File: src/port_cfg_pkg.sv
// Shared constants and a threshold function for the FIFO bus port configuration pair.
// Assumes one core clock and an active low asynchronous reset on both ends.
package port_cfg_pkg;

	// Register indices on the configuration port
	localparam logic [1:0] IDX_SERIAL_CMD = 2'h0;
	localparam logic [1:0] IDX_FIFO_THR   = 2'h1;
	localparam logic [1:0] IDX_BUS_MODE   = 2'h2;
	localparam logic [1:0] IDX_TRANSMIT_PARAMETERS   = 2'h3;

	// Reset values
	localparam logic [7:0] RST_SERIAL_CMD = 8'h00;
	localparam logic [7:0] RST_FIFO_THR   = 8'h77;
	localparam logic [7:0] RST_BUS_MODE   = 8'h00;
	localparam logic [7:0] RST_TRANSMIT_PARAMETERS   = 8'h00;

	// Field positions
	localparam int BIT_BACKPRESSURE  = 2;
	localparam int BIT_PAUSE_TRIGGER = 1;
	localparam int TX_THR_HI         = 7;
	localparam int TX_THR_LO         = 4;
	localparam int RX_THR_HI         = 3;
	localparam int RX_THR_LO         = 0;
	localparam int BIT_HEADER_OFF    = 2;
	localparam int BIT_BUS_WIDE      = 1;
	localparam int BIT_BYTE_ORDER    = 0;
	localparam int BIT_RESUME_OFF    = 3;

	// Writable masks; reserved bits read as zero
	localparam logic [7:0] MASK_SERIAL_CMD = 8'h04;
	localparam logic [7:0] MASK_BUS_MODE   = 8'h07;
	localparam logic [7:0] MASK_TRANSMIT_PARAMETERS   = 8'h1f;

	// Threshold granularity is eight bytes
	localparam int THR_SHIFT = 3;
	localparam int LEVEL_W   = 9;
	localparam int FIFO_W    = 64;
	localparam logic [FIFO_W-1:0] LOW_HALF_MASK = 64'h0000_0000_ffff_ffff;

	// Host AHB-Lite register byte offsets
	localparam logic [7:0] HOFF_CMD     = 8'h00;
	localparam logic [7:0] HOFF_STATUS  = 8'h04;
	localparam logic [7:0] HOFF_DATA_LO = 8'h08;
	localparam logic [7:0] HOFF_DATA_HI = 8'h0c;

	// Host command word fields
	localparam int CMD_DATA_HI = 7;
	localparam int CMD_IDX_HI  = 9;
	localparam int CMD_IDX_LO  = 8;
	localparam int CMD_WRITE   = 16;

	// Host status word fields
	localparam int ST_BUSY  = 0;
	localparam int ST_TXRDY = 1;
	localparam int ST_RXRDY = 2;
	localparam int ST_RD_LO = 8;

	localparam logic [1:0] HTRANS_NONSEQ = 2'h2;

	// Effective byte threshold for a four-bit field: 8 x (field + 1)
	function automatic logic [LEVEL_W-1:0] thr_bytes(input logic [3:0] fld);
		thr_bytes = LEVEL_W'({1'b0, fld} + 5'h01) << THR_SHIFT;
	endfunction

endpackage

File: src/port_cfg_if.sv
// Link between the port configuration logic and the host-side FIFO logic.
// Assumes both ends share hclk; the bench joins them through this interface.
`timescale 1ns/1ps
interface port_cfg_if;
	import port_cfg_pkg::*;

	logic [1:0]        cfg_idx;
	logic              cfg_wr;
	logic              cfg_rd;
	logic [7:0]        cfg_wdata;
	logic [7:0]        cfg_rdata;
	logic              cfg_ack;
	logic              txrdy;
	logic              rxrdy;
	logic [FIFO_W-1:0] fifo_data;

	modport dev (
		input  cfg_idx,
		input  cfg_wr,
		input  cfg_rd,
		input  cfg_wdata,
		output cfg_rdata,
		output cfg_ack,
		output txrdy,
		output rxrdy,
		output fifo_data
	);

	modport host (
		output cfg_idx,
		output cfg_wr,
		output cfg_rd,
		output cfg_wdata,
		input  cfg_rdata,
		input  cfg_ack,
		input  txrdy,
		input  rxrdy,
		input  fifo_data
	);
endinterface

File: src/port_cfg_dev.sv
// Per-port configuration registers, FIFO ready strobes and flow control.
// Assumes the host keeps one access at a time and programs no zero field.
//
// Summary of operation
// RL1: Half-duplex collision with backpressure starts transmission
// RL2: Trigger bit sends one pause frame, full-duplex
// RL3: Software triggers pause only with resume frames off; pause_send here ignores the resume-off bit
// RL4: Txrdy when free space >= 8*(field+1)
// RL5: Rxrdy when fill >= 8*(field+1)
// RL6: Header raises rxrdy unless header-ready is off
// RL7: Wide mode uses 64 bits, else 32
// RL8: Byte order bit selects big or little endian
// RL9: Resume frame off blocks frame on deassertion
// RL10: Ready strobes drop when conditions stop holding
`timescale 1ns/1ps
module port_cfg_dev
	import port_cfg_pkg::*;
(
	input  wire logic              hclk,
	input  wire logic              hresetn,
	port_cfg_if.dev                link,
	input  wire logic [LEVEL_W-1:0] tx_free_bytes,
	input  wire logic [LEVEL_W-1:0] rx_fill_bytes,
	input  wire logic              rx_header_present,
	input  wire logic              full_duplex,
	input  wire logic              rx_collision,
	input  wire logic              flow_ctrl_in,
	input  wire logic [FIFO_W-1:0] rx_word,
	output logic                   backpressure_tx_start,
	output logic                   pause_frame_send,
	output logic                   resume_frame_send,
	output logic                   bus_wide_sel,
	output logic                   byte_order_sel
);

	typedef struct packed {
		logic [7:0]        serial_command_bits;
		logic [7:0]        fifo_threshold;
		logic [7:0]        fifo_bus_mode;
		logic [7:0]        transmit_parameters;
		logic [7:0]        rdata;
		logic              ack;
		logic              txrdy;
		logic              rxrdy;
		logic [FIFO_W-1:0] data;
		logic              coll_prev;
		logic              flow_prev;
		logic              bp_start;
		logic              pause_send;
		logic              resume_send;
	} dev_state_t;

	dev_state_t state_reg;
	dev_state_t state_next;

	// Width, then byte order, applied to a bus word
	function automatic logic [FIFO_W-1:0] shape_word(
		input logic [FIFO_W-1:0] w,
		input logic              wide,
		input logic              big
	);
		logic [FIFO_W-1:0] v;
		logic [FIFO_W-1:0] s;
		v = wide ? w : (w & LOW_HALF_MASK);
		s = v;
		if (big) begin
			for (int i = 0; i < 8; i++) begin
				if (wide) begin
					s[8*i +: 8] = v[8*(7-i) +: 8];
				end else if (i < 4) begin
					s[8*i +: 8] = v[8*(3-i) +: 8];
				end
			end
		end
		shape_word = s;
	endfunction

	function automatic logic [7:0] read_reg(
		input dev_state_t st,
		input logic [1:0] idx
	);
		case (idx)
			IDX_SERIAL_CMD: read_reg = st.serial_command_bits;
			IDX_FIFO_THR:   read_reg = st.fifo_threshold;
			IDX_BUS_MODE:   read_reg = st.fifo_bus_mode;
			default:        read_reg = st.transmit_parameters;
		endcase
	endfunction

	always_comb begin
		logic pause_trigger;
		logic hdr_ready;
		pause_trigger = 1'b0;
		hdr_ready     = 1'b0;
		state_next = state_reg;
		state_next.ack         = 1'b0;
		state_next.pause_send  = 1'b0;
		state_next.bp_start    = 1'b0;
		state_next.resume_send = 1'b0;

		if (link.cfg_wr) begin
			case (link.cfg_idx)
				IDX_SERIAL_CMD: begin
					state_next.serial_command_bits =
						link.cfg_wdata & MASK_SERIAL_CMD;
					pause_trigger = link.cfg_wdata[BIT_PAUSE_TRIGGER];
				end
				IDX_FIFO_THR: begin
					state_next.fifo_threshold = link.cfg_wdata;
				end
				IDX_BUS_MODE: begin
					state_next.fifo_bus_mode = link.cfg_wdata & MASK_BUS_MODE;
				end
				default: begin
					state_next.transmit_parameters =
						link.cfg_wdata & MASK_TRANSMIT_PARAMETERS;
				end
			endcase
			state_next.ack = 1'b1;
		end else if (link.cfg_rd) begin
			state_next.rdata = read_reg(state_reg, link.cfg_idx);
			state_next.ack   = 1'b1;
		end

		// Trigger bit is not stored; it reads back as zero
		state_next.pause_send = pause_trigger & full_duplex; // RL2

		state_next.coll_prev = rx_collision;
		state_next.bp_start  = rx_collision & ~state_reg.coll_prev &
			state_reg.serial_command_bits[BIT_BACKPRESSURE] &
			~full_duplex; // RL1

		state_next.flow_prev   = flow_ctrl_in;
		state_next.resume_send = ~flow_ctrl_in & state_reg.flow_prev &
			~state_reg.transmit_parameters[BIT_RESUME_OFF]; // RL9

		state_next.txrdy = tx_free_bytes >= thr_bytes(
			state_reg.fifo_threshold[TX_THR_HI:TX_THR_LO]); // RL4 RL10
		hdr_ready = rx_header_present &
			~state_reg.fifo_bus_mode[BIT_HEADER_OFF]; // RL6
		state_next.rxrdy = hdr_ready | (rx_fill_bytes >= thr_bytes(
			state_reg.fifo_threshold[RX_THR_HI:RX_THR_LO])); // RL5 RL10

		state_next.data = shape_word(rx_word,
			state_reg.fifo_bus_mode[BIT_BUS_WIDE],
			state_reg.fifo_bus_mode[BIT_BYTE_ORDER]); // RL7 RL8
	end

	always_ff @(posedge hclk or negedge hresetn) begin
		if (!hresetn) begin
			state_reg <= '0;
			state_reg.serial_command_bits <= RST_SERIAL_CMD;
			state_reg.fifo_threshold      <= RST_FIFO_THR;
			state_reg.fifo_bus_mode       <= RST_BUS_MODE;
			state_reg.transmit_parameters <= RST_TRANSMIT_PARAMETERS;
		end else begin
			state_reg <= state_next;
		end
	end

	////////////////////////////////////////////////////////////////////////
	assign link.cfg_rdata         = state_reg.rdata;
	assign link.cfg_ack           = state_reg.ack;
	assign link.txrdy             = state_reg.txrdy;
	assign link.rxrdy             = state_reg.rxrdy;
	assign link.fifo_data         = state_reg.data;
	assign backpressure_tx_start  = state_reg.bp_start;
	assign pause_frame_send       = state_reg.pause_send;
	assign resume_frame_send      = state_reg.resume_send;
	assign bus_wide_sel           = state_reg.fifo_bus_mode[BIT_BUS_WIDE];
	assign byte_order_sel         = state_reg.fifo_bus_mode[BIT_BYTE_ORDER];

endmodule

File: src/flat_wrapper.sv
// flat-port wrapper written by rule: the top's interface ports become plain ports
module port_cfg_dev_flat import port_cfg_pkg::*;
  (hclk, hresetn, tx_free_bytes, rx_fill_bytes, rx_header_present, full_duplex, rx_collision, flow_ctrl_in, rx_word, backpressure_tx_start, pause_frame_send, resume_frame_send, bus_wide_sel, byte_order_sel, link_cfg_idx, link_cfg_wr, link_cfg_rd, link_cfg_wdata, link_cfg_rdata, link_cfg_ack, link_txrdy, link_rxrdy, link_fifo_data);
  port_cfg_if link_i ();
  input  wire logic hclk;
  input  wire logic hresetn;
  input  wire logic [LEVEL_W-1:0] tx_free_bytes;
  input  wire logic [LEVEL_W-1:0] rx_fill_bytes;
  input  wire logic rx_header_present;
  input  wire logic full_duplex;
  input  wire logic rx_collision;
  input  wire logic flow_ctrl_in;
  input  wire logic [FIFO_W-1:0] rx_word;
  output logic backpressure_tx_start;
  output logic pause_frame_send;
  output logic resume_frame_send;
  output logic bus_wide_sel;
  output logic byte_order_sel;
  input wire logic [$bits(link_i.cfg_idx)-1:0] link_cfg_idx;
  input wire logic [$bits(link_i.cfg_wr)-1:0] link_cfg_wr;
  input wire logic [$bits(link_i.cfg_rd)-1:0] link_cfg_rd;
  input wire logic [$bits(link_i.cfg_wdata)-1:0] link_cfg_wdata;
  output wire logic [$bits(link_i.cfg_rdata)-1:0] link_cfg_rdata;
  output wire logic [$bits(link_i.cfg_ack)-1:0] link_cfg_ack;
  output wire logic [$bits(link_i.txrdy)-1:0] link_txrdy;
  output wire logic [$bits(link_i.rxrdy)-1:0] link_rxrdy;
  output wire logic [$bits(link_i.fifo_data)-1:0] link_fifo_data;
  assign link_i.cfg_idx = link_cfg_idx;
  assign link_i.cfg_wr = link_cfg_wr;
  assign link_i.cfg_rd = link_cfg_rd;
  assign link_i.cfg_wdata = link_cfg_wdata;
  assign link_cfg_rdata = link_i.cfg_rdata;
  assign link_cfg_ack = link_i.cfg_ack;
  assign link_txrdy = link_i.txrdy;
  assign link_rxrdy = link_i.rxrdy;
  assign link_fifo_data = link_i.fifo_data;
  port_cfg_dev u_core (.hclk(hclk), .hresetn(hresetn), .link(link_i), .tx_free_bytes(tx_free_bytes), .rx_fill_bytes(rx_fill_bytes), .rx_header_present(rx_header_present), .full_duplex(full_duplex), .rx_collision(rx_collision), .flow_ctrl_in(flow_ctrl_in), .rx_word(rx_word), .backpressure_tx_start(backpressure_tx_start), .pause_frame_send(pause_frame_send), .resume_frame_send(resume_frame_send), .bus_wide_sel(bus_wide_sel), .byte_order_sel(byte_order_sel));
endmodule
File: config.mk
export PLATFORM = sky130hd
export DESIGN_NAME = port_cfg_dev_flat
export DESIGN_NICKNAME = d
export VERILOG_FILES = /design/src/port_cfg_pkg.sv /design/src/port_cfg_if.sv /design/src/port_cfg_dev.sv /design/src/flat_wrapper.sv
export SDC_FILE = /design/constraint.sdc
export NUM_CORES = 1
export LEC_CHECK = 0
export ABC_AREA = 1
export BUFFER_PORTS_ARGS = -buffer_cell sky130_fd_sc_hd__buf_2
export CORE_ASPECT_RATIO = 0.8
export CORE_MARGIN = 4
export CORE_UTILIZATION = 55
export CTS_BUF_LIST = sky130_fd_sc_hd__clkbuf_2 sky130_fd_sc_hd__clkbuf_4 sky130_fd_sc_hd__clkbuf_8
export CTS_CLUSTER_SIZE = 24
export DETAILED_ROUTE_END_ITERATION = 7
export GPL_ROUTABILITY_DRIVEN = 0
export GPL_TIMING_DRIVEN = 0
export PLACE_DENSITY = 0.88
export SYNTH_ARGS = -nofsm -noshare
export SYNTH_HDL_FRONTEND = slang
export SYNTH_SLANG_ARGS = --single-unit
File: constraint.sdc
create_clock -name hclk -period 2.3 [get_ports hclk]
set_input_delay 0.46 -clock hclk [delete_from_list [all_inputs] [get_ports hclk]]
set_output_delay 0.46 -clock hclk [all_outputs]
set_load 0.03 [all_outputs]
==> impl_metrics.sql, run 1 <==
INSERT INTO impl_metrics (metric_group, metric, value, unit) VALUES
('run_status', 'outcome', 'finished, final reports clean', ''),
('synthesis', 'post_synth_most_frequent_cells', 'sky130_fd_sc_hd__nand2_1 (119), sky130_fd_sc_hd__dfrtp_1 (91), sky130_fd_sc_hd__buf_4 (75)', ''),
('worst_setup_path', 'critical_path_class', 'reg2reg', ''),
('final_layout', 'filler_cell_count', '693', ''),
('sta', 'period_needed', '1.72', 'ns'),
('global_route', 'grt_pass1_wl', '20800', 'um'),
('sta', 'worst-slew-pin-transition', '0.644', 'ns'),
('final_layout', 'areaGrowthSynthToFinish', '26.1', '%'),
('synthesis', 'yosysWarnings', '0', ''),
('synthesis', 'post_synth.cell_area_avg', '8.90', 'sq um'),
('clock_tree', 'worstSkewPairLatency', '0.35', 'ns'),
('floorplanning', 'io-pin-count', '180', ''),
('clock_tree', 'clock_tree_from_tritoncts', 'built', ''),
('global_route', 'track_usage', '24.8', '%'),
('worst_setup_path', 'cp_max_fo', '5', ''),
('floorplanning', 'die_w', '113', 'um'),
('synthesis', 'synth-async-reset-ratio', '100', '%'),
('placement', 'hpwl', '9870', 'um'),
('floorplanning', 'design.core.area', '8560', 'sq um'),
('routing', 'wl_per_cell', '15.1', 'um'),
('sta', 'grt_setup_unrepaired', 'false', ''),
('sta', 'hold-worst-slack', '0.127', 'ns'),
('synthesis', 'synth_largest_type_area_fraction', '46.7', '%'),
('sta', 'report.final.setup_viol', '0', ''),
('clock_tree', 'holdBufCountCts', '0', ''),
('routing', 'wirelength', '12900', 'um'),
('synthesis', 'synth_edf_count', '0', ''),
('final_layout', 'final_design_utilization', '71.9', '%'),
('clock_tree', 'cts.root.buffer_cell', 'sky130_fd_sc_hd__clkbuf_8', ''),
('synthesis', 'synthMostInstantiatedCell', 'sky130_fd_sc_hd__nand2_1', ''),
('clock_tree', 'post-cts-setup-buffers', '0', ''),
('floorplanning', 'floorplan.die_area', '10400', 'sq um'),
('floorplanning', 'initial_core_util', '57.0', '%'),
('placement', 'numPlacedInstances', '839', ''),
('synthesis', 'synthDistinctLibCells', '30', ''),
('pwr', 'pwr_density_cell', '824', 'nW/um^2'),
('global_route', 'grt_max_degree', '50', ''),
('worst_setup_path', 'crit_path_end_kind', 'flop', ''),
('global_route', 'grt_antenna_before_repair', '0', ''),
('clock_tree', 'cts_buffer_depth', '2', ''),
('synthesis', 'synth_seq_area_share', '49.9', '%'),
('synthesis', 'synth.largest_area_cell', 'sky130_fd_sc_hd__dfrtp_1', ''),
('placement', 'io_buffers', '178', ''),
('sta', 'clock-skew-final', '0.0131', 'ns'),
('synthesis', 'synth_fp_nets', '660', ''),
('sta', 'drv_slew', '0', ''),
('synthesis', 'syn_inst', '548', ''),
('floorplanning', 'die_y', '92.2', 'um'),
('pwr', 'total_leakage_power', '0.00343', 'uW'),
('floorplanning', 'core.rowCount', '30', ''),
('sta', 'slew_headroom', '57.0', '%'),
('pwr', 'worst_ir_drop_vdd', '0.539', 'mV'),
('worst_setup_path', 'worst-endpoint-required', '2.53', 'ns'),
('clock_tree', 'number_of_buffers_created_by_cts', '9', ''),
('synthesis', 'synth.cell_area', '4880', 'sq um'),
('routing', 'first_iter_violations', '219', ''),
('sta', 'finalCritPeriodShare', '74.6', '%'),
('routing', 'detail_route.drc_violations', '0', ''),
('final_layout', 'drive_above_1_share', '41.1', '%'),
('final_layout', 'largest_register_ff_count', '64', ''),
('final_layout', 'finalNonFillerCells', '854', ''),
('synthesis', 'postSynth.topFlopCell', 'sky130_fd_sc_hd__dfrtp_1', ''),
('flow_run', 'max_cap_viol_count', '0', ''),
('clock_tree', 'cells_resized_by_post_cts_repair', '0', ''),
('worst_setup_path', 'start_kind', 'flop', ''),
('routing', 'postRouteAntennaNets', '0', ''),
('global_route', 'grt_remaining_overflow', '0', ''),
('synthesis', 'synth-seq-cells', '97', ''),
('clock_tree', 'number_of_sinks_on_the_clock_net', '97', ''),
('worst_setup_path', 'critical_path_arrival', '1.95', 'ns'),
('routing', 'detail_route.vias_per_cell', '5.08', '');
-- per-stage QoR --
step / worst slack, ns / power, uW / setup TNS (ns)
finish: 0.583 / 5070 / 0
global route: 0.464 / 5330 / 0
CTS: 0.600 / 5090 / 0
detailed placement: 0.619 / 3900 / 0
global placement: -0.109 / 3830 / -9.53
floorplan: 0.775 / 3340 / 0
-- area by class of cell --
type	instances	area [sq um]	area share [%]
Timing Repair Buffer	179	921	15.0
Clock buffer	9	124	2.01
Buffer	96	692	11.2
Sequential cell	97	2430	39.6
Multi-Input combinational cell	300	1540	25.1
Inverter	55	208	3.38
Tap cell	112	140	2.28
Clock inverter	6	90.1	1.46
-- path summary, 6_finish.rpt --
path	to	startpoint	slack, ns
setup / recovery	u_core.link.txrdy	u_core.state_reg[100]	0.58
hold / removal	u_core.link.txrdy	hresetn	0.13
setup reg to reg	u_core.link.txrdy	u_core.state_reg[100]	0.58
hold reg to reg	u_core.backpressure_tx_start	u_core.state_reg[4]	0.40
max in group asynchronous	u_core.state_reg[96]	hresetn	1.46
min in group hclk	u_core.state_reg[3]	flow_ctrl_in	0.23
-- worst max-delay path, stage by stage, from the launching register on --
cell and delay, ns:
sky130_fd_sc_hd__dfstp_2 0.59, sky130_fd_sc_hd__ha_1 0.20, sky130_fd_sc_hd__nand3_1 0.10, sky130_fd_sc_hd__ha_1 0.19, sky130_fd_sc_hd__or2_2 0.27, sky130_fd_sc_hd__a21oi_1 0.15
sky130_fd_sc_hd__nand3_1 0.09
-- cells by family after synthesis --
| group | synth area share [%] |
|---|---|
| simple gates | 14.7 |
| buf+inv | 18.4 |
| compound gates | 13.2 |
| flops | 49.9 |
| fa+ha+maj | 3.08 |
| xor+xnor | 0.718 |
-- layer usage --
metal | part of all wire [%] | track usage [%] | wire (um) | vias up
met4 | 1.3 | 6.21 | 162 | 0
met2 | 50 | 43.4 | 6510 | 198
met1 | 40 | 30.8 | 5220 | 2039
met3 | 7.8 | 6.20 | 1010 | 18
li1 | - | - | - | 2080
met5 | 0 | 0 | 0 | -
-- layout by cell type, fill, tap and decap left out --
cell type,Yosys,routed
sky130_fd_sc_hd__a21oi_1,2,2
sky130_fd_sc_hd__buf_1,2,2
sky130_fd_sc_hd__buf_16,0,1
sky130_fd_sc_hd__buf_2,10,187
sky130_fd_sc_hd__buf_4,75,76
sky130_fd_sc_hd__buf_6,5,5
sky130_fd_sc_hd__bufinv_16,0,2
sky130_fd_sc_hd__clkbuf_1,4,4
sky130_fd_sc_hd__clkbuf_8,0,9
sky130_fd_sc_hd__clkinv_2,1,2
sky130_fd_sc_hd__clkinvlp_4,0,1
sky130_fd_sc_hd__dfrtp_1,91,91
sky130_fd_sc_hd__dfstp_2,6,6
sky130_fd_sc_hd__ha_1,12,12
sky130_fd_sc_hd__inv_1,52,52
sky130_fd_sc_hd__inv_2,2,2
sky130_fd_sc_hd__inv_6,0,2
sky130_fd_sc_hd__nand2_1,119,119
sky130_fd_sc_hd__nand2_2,3,3
sky130_fd_sc_hd__nand2_4,1,1
sky130_fd_sc_hd__nand3_1,25,25
sky130_fd_sc_hd__nand3b_1,1,1
sky130_fd_sc_hd__nor2_1,11,11
sky130_fd_sc_hd__nor2_4,1,1
sky130_fd_sc_hd__nor2_8,1,1
sky130_fd_sc_hd__nor3_1,4,4
sky130_fd_sc_hd__nor3b_1,1,1
sky130_fd_sc_hd__o21ai_0,64,64
sky130_fd_sc_hd__o21ai_1,12,12
sky130_fd_sc_hd__o21ai_2,5,5
sky130_fd_sc_hd__o21bai_1,1,1
sky130_fd_sc_hd__o22ai_1,32,32
sky130_fd_sc_hd__or2_2,1,1
sky130_fd_sc_hd__xnor2_1,2,2
sky130_fd_sc_hd__xor2_1,2,2
-- where the power goes --
part	switching (uW)	leakage, uW	internal (uW)	total, uW
registers	119	0.00121	1960	2080
logic	1100	0.00211	686	1780
clock network	591	0.000106	613	1200
total	1810	0.00343	3260	5070
Power figures use the tool's default switching activity.
==> inputs of run 2 (changes only) <==
Settings changed: ABC_AREA 1 to 0, CORE_UTILIZATION 55 to 47, PLACE_DENSITY 0.88 to 0.79.
Clock period 2.3 ns to 1.5 ns, I/O delays scaled along.
==> run 2 against run 1 <==
Net effect: the run now ends with negative setup slack left; clock skew down 0.00086 ns; cell area up 3.6%; worst hold slack worse by 0.070 ns; critical path type unchanged.
==> impl_metrics.sql, run 2 <==
INSERT INTO impl_metrics (metric_group, metric, value, unit) VALUES
('synthesis', 'synth.largest_area_cell', 'sky130_fd_sc_hd__dfrtp_1', ''),
('worst_setup_path', 'worst-endpoint-required', '1.74', 'ns'),
('synthesis', 'synth.cell_area', '4970', 'sq um'),
('sta', 'report.final.setup_viol', '2', ''),
('worst_setup_path', 'cp_max_fo', '4', ''),
('placement', 'dpl_worst_slack', '-0.354', 'ns'),
('floorplanning', 'die_w', '123', 'um'),
('placement', 'numPlacedInstances', '755', ''),
('clock_tree', 'cts.root.buffer_cell', 'sky130_fd_sc_hd__clkbuf_8', ''),
('placement', 'io_buffers', '177', ''),
('final_layout', 'finalNonFillerCells', '779', ''),
('final_layout', 'areaGrowthSynthToFinish', '28.2', '%'),
('synthesis', 'synth_largest_type_area_fraction', '45.8', '%'),
('worst_setup_path', 'ff2ff_setup_slack', '-0.30', 'ns'),
('sta', 'tns', '-0.475', 'ns'),
('floorplanning', 'initial_core_util', '48.4', '%'),
('global_route', 'track_usage', '20.7', '%'),
('routing', 'route.vias.total', '3782', ''),
('placement', 'dpl_cell_area', '6050', 'sq um'),
('sta', 'max_freq', '0.557', 'GHz'),
('routing', 'wirelength', '12800', 'um'),
('flow_run', 'max_cap_viol_count', '0', ''),
('synthesis', 'synthDistinctLibCells', '34', ''),
('worst_hold_path', 'hold_path_class', 'in2reg', ''),
('final_layout', 'layout.area.seq', '2430', 'sq um'),
('clock_tree', 'number_of_sinks_on_the_clock_net', '97', ''),
('worst_setup_path', 'critical_path_arrival', '2.03', 'ns'),
('routing', 'postRouteAntennaNets', '0', ''),
('pwr', 'swShare', '36.0', '%'),
('sta', 'finalCritPeriodShare', '120', '%'),
('final_layout', 'design_area', '6370', 'sq um'),
('worst_setup_path', 'start_kind', 'flop', ''),
('routing', 'detail_route.vias_per_cell', '4.85', ''),
('pwr', 'seqPwrFrac', '38.7', '%'),
('worst_hold_path', 'worst_hold_startpoint', 'rx_collision', ''),
('routing', 'detail_route.drc_violations', '0', ''),
('final_layout', 'drive_above_1_share', '51.2', '%'),
('pwr', 'clock_share_of_power', '20.8', '%'),
('worst_setup_path', 'crit_path_end_kind', 'flop', ''),
('synthesis', 'postSynth.topFlopCell', 'sky130_fd_sc_hd__dfrtp_1', ''),
('synthesis', 'synth_fp_nets', '549', ''),
('clock_tree', 'clkTransAtPathRegs', '0.10', 'ns'),
('worst_hold_path', 'holdPathEnd', 'u_core.state_reg[4]', ''),
('sta', 'drv_slew', '0', ''),
('final_layout', 'filler_cell_count', '840', ''),
('sta', 'setup_slack', '-0.297', 'ns'),
('floorplanning', 'die_y', '100', 'um'),
('synthesis', 'post_synth_main_area_contributors', 'sky130_fd_sc_hd__dfrtp_1 (46%), sky130_fd_sc_hd__mux2i_1 (13%), sky130_fd_sc_hd__buf_4 (11%)', ''),
('floorplanning', 'floorplan.die_area', '12300', 'sq um'),
('sta', 'slew_headroom', '52.5', '%'),
('floorplanning', 'io-pin-count', '180', ''),
('placement', 'hpwl', '9640', 'um'),
('routing', 'first_iter_violations', '205', ''),
('floorplanning', 'core.rowCount', '33', ''),
('clock_tree', 'number_of_buffers_created_by_cts', '9', ''),
('sta', 'hold-worst-slack', '0.0577', 'ns'),
('synthesis', 'synth_seq_area_share', '49.0', '%'),
('routing', 'wl_per_cell', '16.4', 'um'),
('final_layout', 'multi_input_area', '1890', 'sq um'),
('sta', 'hold_viol_final', '0', ''),
('pwr', 'power_switching', '3050', 'uW'),
('synthesis', 'synthMostInstantiatedCell', 'sky130_fd_sc_hd__dfrtp_1', ''),
('synthesis', 'synth-async-reset-ratio', '100', '%'),
('synthesis', 'post_synth.cell_area_avg', '11.4', 'sq um'),
('worst_hold_path', 'hold_path_depth', '1', ''),
('final_layout', 'nets', '746', ''),
('final_layout', 'antenna-diode-count', '0', ''),
('worst_setup_path', 'critical_path_class', 'reg2reg', ''),
('worst_setup_path', 'critical_register_to_register_path_startpoint', 'u_core.state_reg[96]', ''),
('run_status', 'violations_in_the_final_reports', 'negative setup slack', ''),
('synthesis', 'synth-seq-cells', '97', ''),
('synthesis', 'post_synth_most_frequent_cells', 'sky130_fd_sc_hd__dfrtp_1 (91), sky130_fd_sc_hd__buf_4 (75), sky130_fd_sc_hd__mux2i_1 (66)', ''),
('pwr', 'pwr_density_cell', '1330', 'nW/um^2'),
('synthesis', 'synth_edf_count', '0', ''),
('final_layout', 'largest_register_ff_count', '64', ''),
('pwr', 'total_leakage_power', '0.00335', 'uW'),
('global_route', 'grt_antenna_before_repair', '0', ''),
('pwr', 'power_report.internal_total', '5430', 'uW'),
('clock_tree', 'cts_buffer_depth', '2', ''),
('run_status', 'outcome', 'finished with violations', ''),
('sta', 'worst-slew-pin-transition', '0.712', 'ns'),
('global_route', 'grt_remaining_overflow', '0', ''),
('clock_tree', 'htree_levels', '3', ''),
('final_layout', 'layout.cells.most_common_list', 'sky130_fd_sc_hd__buf_2 (184), sky130_fd_sc_hd__dfrtp_1 (91), sky130_fd_sc_hd__buf_4 (84), sky130_fd_sc_hd__mux2i_1 (66), sky130_fd_sc_hd__nor2b_1 (34)', ''),
('global_route', 'grt_pass1_wl', '19900', 'um'),
('synthesis', 'yosysWarnings', '0', ''),
('floorplanning', 'design.core.area', '10300', 'sq um'),
('pwr', 'share_comb_of_total_power', '40.5', '%'),
('synthesis', 'syn_inst', '437', ''),
('sta', 'period_needed', '1.80', 'ns'),
('sta', 'grt_setup_unrepaired', 'true', ''),
('global_route', 'grt_max_degree', '55', ''),
('sta', 'clock-skew-final', '0.0123', 'ns'),
('clock_tree', 'worstSkewPairLatency', '0.36', 'ns'),
('pwr', 'worst_ir_drop_vdd', '0.866', 'mV'),
('clock_tree', 'clock_tree_from_tritoncts', 'built', ''),
('final_layout', 'mostFrequentLayoutCell', 'sky130_fd_sc_hd__buf_2', ''),
('global_route', 'grt_pass1_vias', '4064', ''),
('worst_setup_path', 'timing.rr.end', 'u_core.link.rxrdy', ''),
('routing', 'drt-pass1-iter-count', '4', ''),
('worst_setup_path', 'rr_worst_depth', '6', '');
## run 2: changes by cell type in the layout (fill, tap and decap cells not counted), sizes merged, moves of 30 or more
cell	delta
o21ai	-75
nand2	-118
o22ai	-32
a21oi	+30
nor2b	+34
mux2i	+66
inv	-50
## run 2: worst max-delay path by stage
| stage | slack [ns] | startpoint | depth (start not counted) | end |
|---|---|---|---|---|
| 6_report | -0.30 | u_core.state_reg[96] | 6 | u_core.link.rxrdy |
| 5_1_grt | -0.38 | u_core.state_reg[96] | 6 | u_core.link.rxrdy |
| 4_1_cts | -0.30 | u_core.state_reg[96] | 6 | u_core.link.rxrdy |
| 3_5_place_dp | -0.35 | u_core.state_reg[98] | 6 | u_core.link.rxrdy |
| 3_3_place_gp | -0.85 | hresetn | 1 | u_core.link.fifo_data[61] |
| 2_1_floorplan | -0.24 | u_core.state_reg[98] | 6 | u_core.link.rxrdy |
## run 2: power by group through the flow
stage	Sequential (uW)	Clock, uW	Combinational [uW]
6_report	3280	1770	3430
5_1_grt	3330	1910	3680
4_1_cts	3290	1800	3420
3_5_place_dp	3340	0	3340
3_3_place_gp	3320	0	3270
2_1_floorplan	3320	0	2380
## run 2: cells by family after synthesis
group | count (synthesis) | share of synthesized area, %
buf+inv | 99 | 13.7
flops | 97 | 49.0
simple gates | 89 | 9.64
mux | 87 | 18.3
compound gates | 49 | 5.64
fa+ha+maj | 12 | 3.02
xor+xnor | 4 | 0.705
## run 2: critical path, stage by stage (launching register included)
cell and delay [ns]:
sky130_fd_sc_hd__dfstp_2 0.59, sky130_fd_sc_hd__nand3_2 0.09, sky130_fd_sc_hd__xor2_1 0.15, sky130_fd_sc_hd__ha_1 0.29, sky130_fd_sc_hd__a21o_1 0.19, sky130_fd_sc_hd__a2111oi_4 0.27, sky130_fd_sc_hd__o21ai_1 0.10
## run 2: layer usage
layer  global-route usage (%)  part of all wire [%]
met5                        0                     0
met4                     5.45                   1.2
met3                     4.28                   5.3
met2                     36.4                    52
met1                     26.1                    41
## run 2: metrics by stage
stage / utilization, % / power, uW
final: 62.0 / 8480
after global routing: 62.0 / 8920
after CTS: 61.6 / 8510
after global placement: 58.7 / 6600
after floorplan: - / 5700
after detailed placement: 58.9 / 6680
## run 2: timing repair
action | 4_1_cts | 5_1_grt
setup endpoints to repair | 14 | 30
resized for setup | 7 | 7
hold buffers | 1 | 0
buffers inserted | 5 | 2
endpoints found under the hold margin | 6 | 0
## run 2: layout make-up
class	instances	share of cell area, %
flip-flops and latches	97	38.2
multi-input cells	241	29.7
repair buffers	186	15.2
plain buffers	93	10.6
well taps	140	2.75
clock buffers	12	2.39
clock inverters	4	0.824
inverters	6	0.353
